===== src/common/pdfm_params.svh =====
// Register offsets, write masks, reset values and drive codes for the pad drive and function mux
`ifndef PDFM_PARAMS_SVH
`define PDFM_PARAMS_SVH
`define PDFM_ADDR_W        3
`define PDFM_OFF_P0DRV     3'h0
`define PDFM_OFF_P1DRV_LO  3'h1
`define PDFM_OFF_P1DRV_HI  3'h2
`define PDFM_OFF_P2DRV     3'h3
`define PDFM_OFF_P3DRV_LO  3'h4
`define PDFM_OFF_P3DRV_HI  3'h5
`define PDFM_OFF_ROUTE     3'h6
`define PDFM_RESET_VAL     8'h00
`define PDFM_P0_MASK       8'hf3
`define PDFM_P3HI_MASK     8'he0
`define PDFM_ROUTE_MASK    8'h7f
`define PDFM_P1HI_MASK     8'h7f
`define PDFM_DRV_NORMAL    2'h0
`define PDFM_DRV_RES       2'h1
`define PDFM_DRV_STRONG    2'h2
`endif


===== src/common/pdfm_pkg.sv =====
// Types shared by the pad drive and function mux
package pdfm_pkg;
  typedef enum logic [1:0] {
    PDFM_NORMAL = 2'b00,
    PDFM_RESIST = 2'b01,
    PDFM_STRONG = 2'b10
  } pdfm_drive_type;

  typedef struct packed {
    logic [2:0] addr;
    logic [7:0] wdata;
    logic       wr;
    logic       rd;
  } pdfm_bus_req_type;

  typedef struct packed {
    logic second_uart_route;
    logic second_spi_route;
    logic first_spi_dout_alt_pin_en;
    logic [1:0] wake_event2_source_sel;
    logic dual_card_mode;
    logic sd_pin_group_sel;
  } pdfm_route_type;
endpackage


===== src/hdl/pdfm_top.sv =====
// Pad drive selection and pin function routing registers for a four-port microcontroller
// What this block does
// - Pin 0.7 uses normal driver at 0, resistor drive at 1.
// - Port-0 pins 6,5,4,1,0 drive bits enable their resistor when set.
// - Pins 1.0-1.3: 00 normal, 01 resistor, upper bit set strong.
// - One-bit drive fields: 0 normal driver, 1 resistor drive.
// - Pins 2.7 and 3.2: 00 normal, 01 resistor, 10/11 strong.
// - Pin 3.5 bit set selects higher-value resistor drive.
// - Group A SD pins resistor-driven when its enable set, else they follow their own drive fields.
// - Group B SD pins resistor-driven when its enable set, else they follow their own drive fields.
// - SD resistor value: 0 high value, 1 low value.
// - Port-2 register bit 7 drives USB slew select bit 0.
// - Second UART on 3.6/3.7 at 0, on 1.6/1.7 at 1.
// - Second SPI on 0.4-0.6 at 0, on 3.0-3.2 at 1.
// - First SPI data output appears on pin 2.5 only when enabled.
// - Wake event 2 source: int2, USB D+, USB D-, IR wake.
// - Dual-card mode lets two cards share pin 3.0 as clock.
// - SD clock/cmd/data0 on 3.0-3.2 at 0, on 2.0/2.1/2.7 at 1.
// - Selected wake source feeds the event 2 pending flag.
//
// The placing of the registers and the plain strobed port were chosen for this implementation.
`timescale 1ns/10ps
`include "pdfm_params.svh"
module pdfm_top (
  // Clock and reset
  input  wire logic                     clk_in,
  input  wire logic                     resetn_in,
  // Register port
  input  wire pdfm_pkg::pdfm_bus_req_type bus_in,
  output logic [7:0]                    rdata_out,
  // Pad drive modes, one per pin of ports 0..3
  output pdfm_pkg::pdfm_drive_type      pad_drive_out [32],
  output logic                          pin3_5_high_res_out,
  output logic                          sd_resistor_value_bit_out,
  output logic                          usb_slew_sel_bit0_out,
  // Routing
  output pdfm_pkg::pdfm_route_type      route_out,
  output logic                          pin2_5_spi_dout_out,
  input  wire logic                     first_spi_dout_in,
  // Wake event 2 sources and result
  input  wire logic                     ext_int2_in,
  input  wire logic                     usb_dp_in,
  input  wire logic                     usb_dm_in,
  input  wire logic                     ir_wake_output_in,
  output logic                          wake_event2_src_out
);
  import pdfm_pkg::*;

  logic [7:0] p0_reg, p1lo_reg, p1hi_reg, p2_reg, p3lo_reg, p3hi_reg, route_reg;
  logic [7:0] rdata_next;
  logic [1:0] field [32];
  logic       wake_src_next;

  // Register writes; masked bits never store so reserved/RO bits read zero
  always_ff @(posedge clk_in or negedge resetn_in) begin
    if (!resetn_in) begin
      p0_reg    <= `PDFM_RESET_VAL;
      p1lo_reg  <= `PDFM_RESET_VAL;
      p1hi_reg  <= `PDFM_RESET_VAL;
      p2_reg    <= `PDFM_RESET_VAL;
      p3lo_reg  <= `PDFM_RESET_VAL;
      p3hi_reg  <= `PDFM_RESET_VAL;
      route_reg <= `PDFM_RESET_VAL;
    end else if (bus_in.wr) begin
      if (bus_in.addr == `PDFM_OFF_P0DRV) begin
        p0_reg <= bus_in.wdata & `PDFM_P0_MASK;
      end else if (bus_in.addr == `PDFM_OFF_P1DRV_LO) begin
        p1lo_reg <= bus_in.wdata;
      end else if (bus_in.addr == `PDFM_OFF_P1DRV_HI) begin
        p1hi_reg <= bus_in.wdata & `PDFM_P1HI_MASK;
      end else if (bus_in.addr == `PDFM_OFF_P2DRV) begin
        p2_reg <= bus_in.wdata;
      end else if (bus_in.addr == `PDFM_OFF_P3DRV_LO) begin
        p3lo_reg <= bus_in.wdata;
      end else if (bus_in.addr == `PDFM_OFF_P3DRV_HI) begin
        p3hi_reg <= bus_in.wdata & `PDFM_P3HI_MASK;
      end else if (bus_in.addr == `PDFM_OFF_ROUTE) begin
        route_reg <= bus_in.wdata & `PDFM_ROUTE_MASK;
      end
    end
  end

  // Read mux; unmapped addresses read zero
  always_comb begin
    rdata_next = 8'h00;
    if (bus_in.addr == `PDFM_OFF_P0DRV) begin
      rdata_next = p0_reg;
    end else if (bus_in.addr == `PDFM_OFF_P1DRV_LO) begin
      rdata_next = p1lo_reg;
    end else if (bus_in.addr == `PDFM_OFF_P1DRV_HI) begin
      rdata_next = p1hi_reg;
    end else if (bus_in.addr == `PDFM_OFF_P2DRV) begin
      rdata_next = p2_reg;
    end else if (bus_in.addr == `PDFM_OFF_P3DRV_LO) begin
      rdata_next = p3lo_reg;
    end else if (bus_in.addr == `PDFM_OFF_P3DRV_HI) begin
      rdata_next = p3hi_reg;
    end else if (bus_in.addr == `PDFM_OFF_ROUTE) begin
      rdata_next = route_reg;
    end
  end

  // Read data stands only in the cycle after the strobe
  always_ff @(posedge clk_in or negedge resetn_in) begin
    if (!resetn_in) begin
      rdata_out <= 8'h00;
    end else if (bus_in.rd) begin
      rdata_out <= rdata_next;
    end else begin
      rdata_out <= 8'h00;
    end
  end

  // Raw two-bit code per pin; one-bit fields get a zero upper bit
  always_comb begin
    for (int i = 0; i < 32; i++) begin
      field[i] = 2'b00;
    end
    field[7]  = {1'b0, p0_reg[7]};
    field[6]  = {1'b0, p0_reg[6]};
    field[5]  = {1'b0, p0_reg[5]};
    field[4]  = {1'b0, p0_reg[4]};
    field[1]  = {1'b0, p0_reg[1]};
    field[0]  = {1'b0, p0_reg[0]};
    field[8]  = p1lo_reg[1:0];
    field[9]  = p1lo_reg[3:2];
    field[10] = p1lo_reg[5:4];
    field[11] = p1lo_reg[7:6];
    field[12] = {1'b0, p1hi_reg[0]};
    field[13] = {1'b0, p1hi_reg[1]};
    field[14] = {1'b0, p1hi_reg[2]};
    field[15] = {1'b0, p1hi_reg[3]};
    for (int i = 0; i < 7; i++) begin
      field[16 + i] = {1'b0, p2_reg[i]};
    end
    field[23] = p3lo_reg[7:6];
    field[24] = {1'b0, p3lo_reg[0]};
    field[25] = {1'b0, p3lo_reg[1]};
    field[26] = p3lo_reg[3:2];
    field[27] = {1'b0, p3lo_reg[4]};
    field[28] = {1'b0, p3lo_reg[5]};
    field[29] = {1'b0, p3hi_reg[5]};
    field[30] = {1'b0, p3hi_reg[6]};
    field[31] = {1'b0, p3hi_reg[7]};
    // SD group enables override to resistor drive
    if (p1hi_reg[6]) begin
      field[16] = `PDFM_DRV_RES;
      field[17] = `PDFM_DRV_RES;
      field[23] = `PDFM_DRV_RES;
    end
    if (p1hi_reg[5]) begin
      field[24] = `PDFM_DRV_RES;
      field[25] = `PDFM_DRV_RES;
      field[26] = `PDFM_DRV_RES;
    end
  end

  // Registered decode so pads never see a decode glitch
  genvar g;
  generate
    for (g = 0; g < 32; g++) begin : g_pad
      always_ff @(posedge clk_in or negedge resetn_in) begin
        if (!resetn_in) begin
          pad_drive_out[g] <= PDFM_NORMAL;
        end else if (field[g][1]) begin
          pad_drive_out[g] <= PDFM_STRONG;
        end else if (field[g][0]) begin
          pad_drive_out[g] <= PDFM_RESIST;
        end else begin
          pad_drive_out[g] <= PDFM_NORMAL;
        end
      end
    end
  endgenerate

  // Misc pad controls and routing, registered one edge after the write lands
  always_ff @(posedge clk_in or negedge resetn_in) begin
    if (!resetn_in) begin
      pin3_5_high_res_out       <= 1'b0;
      sd_resistor_value_bit_out <= 1'b0;
      usb_slew_sel_bit0_out     <= 1'b0;
      route_out                 <= '0;
    end else begin
      pin3_5_high_res_out       <= p3hi_reg[5];
      sd_resistor_value_bit_out <= p1hi_reg[4];
      usb_slew_sel_bit0_out     <= p2_reg[7];
      route_out                 <= route_reg[6:0];
    end
  end

  // Alternate data path and wake source are live signals, so muxed combinationally
  assign pin2_5_spi_dout_out = route_out.first_spi_dout_alt_pin_en & first_spi_dout_in;

  always_comb begin
    case (route_out.wake_event2_source_sel)
      2'b00:   wake_src_next = ext_int2_in;
      2'b01:   wake_src_next = usb_dp_in;
      2'b10:   wake_src_next = usb_dm_in;
      default: wake_src_next = ir_wake_output_in;
    endcase
  end
  assign wake_event2_src_out = wake_src_next;
endmodule


===== config.mk =====
export PLATFORM = sky130hd
export DESIGN_NAME = pdfm_top
export DESIGN_NICKNAME = d
export VERILOG_FILES = /design/src/common/pdfm_pkg.sv /design/src/hdl/pdfm_top.sv
export VERILOG_INCLUDE_DIRS = /design/src /design/src/common
export SDC_FILE = /design/constraint.sdc
export NUM_CORES = 1
export LEC_CHECK = 0
export BUFFER_PORTS_ARGS = -buffer_cell sky130_fd_sc_hd__buf_2
export CAP_MARGIN = 15
export CELL_PAD_IN_SITES_DETAIL_PLACEMENT = 1
export CELL_PAD_IN_SITES_GLOBAL_PLACEMENT = 1
export CORE_ASPECT_RATIO = 0.75
export CORE_MARGIN = 3
export CORE_UTILIZATION = 38
export CTS_CLUSTER_DIAMETER = 100
export DETAILED_ROUTE_END_ITERATION = 12
export PLACE_DENSITY = 0.82
export SLEW_MARGIN = 20
export SYNTH_ARGS = -nofsm -noshare
export SYNTH_HDL_FRONTEND = slang
export SYNTH_SLANG_ARGS = --single-unit

===== constraint.sdc =====
create_clock -name clk_in -period 1.2 [get_ports clk_in]
set_clock_uncertainty 0.2 [all_clocks]
set_input_delay 0 -clock clk_in [delete_from_list [all_inputs] [get_ports clk_in]]
set_output_delay 0 -clock clk_in [all_outputs]
set_load 0.02 [all_outputs]

==> results_dict.tcl <==
set metrics [dict create \
    fp.coreArea_sq_um 9970 \
    p_seq_share_pct 45.3 \
    synth_top_cell_by_area "dfrtp_1" \
    power.leakage_nw 2.50 \
    power.internal_w 0.00696 \
    cp_cell_sequence "mux4_2, buf_6" \
    cp_slowest_cell "mux4_2" \
    cts.clk_slew.worst_paths_ns 0.07 \
    drive_above_1_share_pct 52.0 \
    clockBufferDepth 2 \
    finalHoldViolations 0 \
    hold_path.class "in2async" \
    yosysWarnings 0 \
    final_nets 417 \
    critPathMaxFanout 2 \
    gp_congestion 0.763 \
    initial_core_util_pct 40.2 \
    ys_seq_area_share_pct 62.4 \
    synthTopCellsByArea "dfrtp_1, mux2_2, buf_4" \
    top_register "pad_drive_out" \
    n_antenna_cell 0 \
    numPortBuffers 75 \
    vias 2546 \
    grt_pass1_vias 2752 \
    startpoint "route_out[2]$_DFF_PN0_" \
    synth_edf_count 0 \
    die_y_um 95.0 \
    antenna_found_initial 1 \
    synthesis.area_sq_um 4010 \
    p_sw_w 0.00296 \
    failed_checks "negative setup slack" \
    drtIter0Drc 150 \
    ff2ff_setup_slack_ns -0.24 \
    placed_area_sq_um 4590 \
    area_growth_pct 29.4 \
    crit_required_ns 1.00 \
    grt_usage_pct 17.3 \
    overflow 0 \
    tns_ns -0.765 \
    cts_tree "yes" \
    cts-root-buf "clkbuf_16" \
    drc_errors 0 \
    synth_cells 272 \
    ys_ff_latch 100 \
    crit_type "reg2out" \
    synth_cell_type_count 38 \
    finalWorstSetupSlack_ns -0.350 \
    period_share_pct 129 \
    end_kind "output port" \
    fmax_mhz 645 \
    stdcell_area_sq_um 5190 \
    viasPerCell 4.77 \
    power.share.switching_pct 29.8 \
    dp_hpwl_um 6390 \
    wire_per_inst_um 18.9 \
    cts_buffers 9 \
    grt_max_degree 67 \
    p_clk_share_pct 31.0 \
    fillers 1010 \
    cp-start-kind "flop" \
    rsz0062_at_grt "yes" \
    ys.flop_type "dfrtp_1" \
    ir_drop_uv 858 \
    final_antenna_net_count 0 \
    clk_latency_ns 0.34 \
    rr_startpoint "p2_reg[6]$_DFFE_PN0P_" \
    syn_area_per_cell_sq_um 14.7 \
    drt_first_pass_iters 4 \
    grt_pass1_wl_um 15600 \
    dieArea_sq_um 11800 \
    slowest_delay_ns 0.50 \
    top_level_ports 104 \
    die_width_um 125 \
    worstPathArrival_ns 1.35 \
    clock_sinks 100 \
    largest_reg_flops 35 \
    rows 31 \
    setup_viol 5 \
    final_max_slew_viol_count 0 \
    htreeDepth 3 \
    async_reset_ff_share_pct 100 \
    drv_cap 0 \
    p_comb_share_pct 23.8 \
    pre_cts_ws_ns -0.299 \
    min_period_ns 1.55 \
    status "finished, violations left" \
    routed_wl_um 10100 \
    powerDensity_nw_per_um2 1910 \
    synth_top_area_share_pct 62.4 \
]
[power groups by stage]
stage	registers, W	logic [W]	clock network, W
final	0.00449	0.00236	0.00307
after global routing	0.00457	0.00253	0.00327
after CTS	0.00449	0.00227	0.00309
after detailed placement	0.00452	0.00212	0
after global placement	0.00451	0.00205	0
after floorplan	0.00492	0.000875	0
[synth_stat cells, types with 3 or more instances]
| library cell | count |
|---|---|
| dfrtp_1 | 100 |
| mux2_2 | 47 |
| buf_4 | 30 |
| inv_1 | 9 |
| nor2_1 | 8 |
| nor2b_1 | 6 |
| o21ai_0 | 6 |
| a221oi_1 | 5 |
| mux2i_1 | 5 |
| nand2_1 | 5 |
| or2_2 | 5 |
| a2bb2oi_1 | 3 |
| buf_6 | 3 |
| nor3_1 | 3 |
| o2111a_1 | 3 |
| o211ai_1 | 3 |
[per-layer routing]
metal / vias up / wire length [um] / share of wire, % / track usage [%]
li1: 1141 / - / - / -
met1: 1326 / 4280 / 43 / 21.5
met2: 69 / 5190 / 52 / 30.0
met3: 8 / 523 / 5.2 / 5.65
met4: 2 / 61 / 0.61 / 3.10
met5: - / 13 / 0.13 / 0
[placed cells by master (no fill, tap or decap), drive strengths merged, types with 6 or more instances in the layout]
cell type / count
buf: 111
dfrtp: 100
inv: 10
conb: 28
nor2: 9
mux2: 47
nor2b: 6
dlygate4sd3: 13
clkbuf: 12
o21ai: 6
[per-stage QoR]
step	hold slack [ns]	instances	utilization (%)	total power (W)
5_1_grt	0.0276	534	52.1	0.0104
6_report	0.0191	534	52.1	0.00992
4_1_cts	0.0145	529	51.2	0.00985
3_3_place_gp	-0.394	498	46.1	0.00656
3_5_place_dp	-0.393	498	46.1	0.00665
2_1_floorplan	-0.496	299	-	0.00580
[cell families after synthesis]
family	synth area share, %
buf+inv	8.48
flops	62.4
other cells	0.0935
mux	16.3
compound gates	5.49
simple gates	7.24
[path summary, 6_finish.rpt]
path,cells after the start,to
min,3,p1lo_reg[1]$_DFFE_PN0P_
min reg2reg,0,route_out[2]$_DFF_PN0_
min in group clk_in,4,rdata_out[5]$_DFF_PN0_
max in group asynchronous,3,route_out[1]$_DFF_PN0_
max reg2reg,3,rdata_out[6]$_DFF_PN0_
max,2,wake_event2_src_out
[timing repair]
| item | in CTS | in global routing |
|---|---|---|
| setup endpoints to repair | 7 | 19 |
| hold endpoints to repair | 155 | 0 |
| gates resized for setup | 12 | 14 |
| cloned | 0 | 0 |
| pin swaps | 0 | 4 |
| hold buffers | 13 | 0 |
| buffers inserted | 2 | 6 |
[worst max-delay path, delay by kind of cell, from the launching register on]
family | cells | cell delay (ns)
flip-flops | 1 | 0.37
buffers and inverters | 1 | 0.15
multiplexers | 1 | 0.50
[area by class of cell]
| type | count | area, sq um | area share, % |
|---|---|---|---|
| flip-flops and latches | 100 | 2500 | 48.2 |
| multi-input cells | 152 | 1350 | 26.1 |
| repair buffers | 125 | 817 | 15.7 |
| clock buffers | 11 | 233 | 4.48 |
| well taps | 132 | 165 | 3.18 |
| clock inverters | 5 | 85.1 | 1.64 |
| inverters | 9 | 33.8 | 0.651 |
Power figures use the tool's default switching activity.
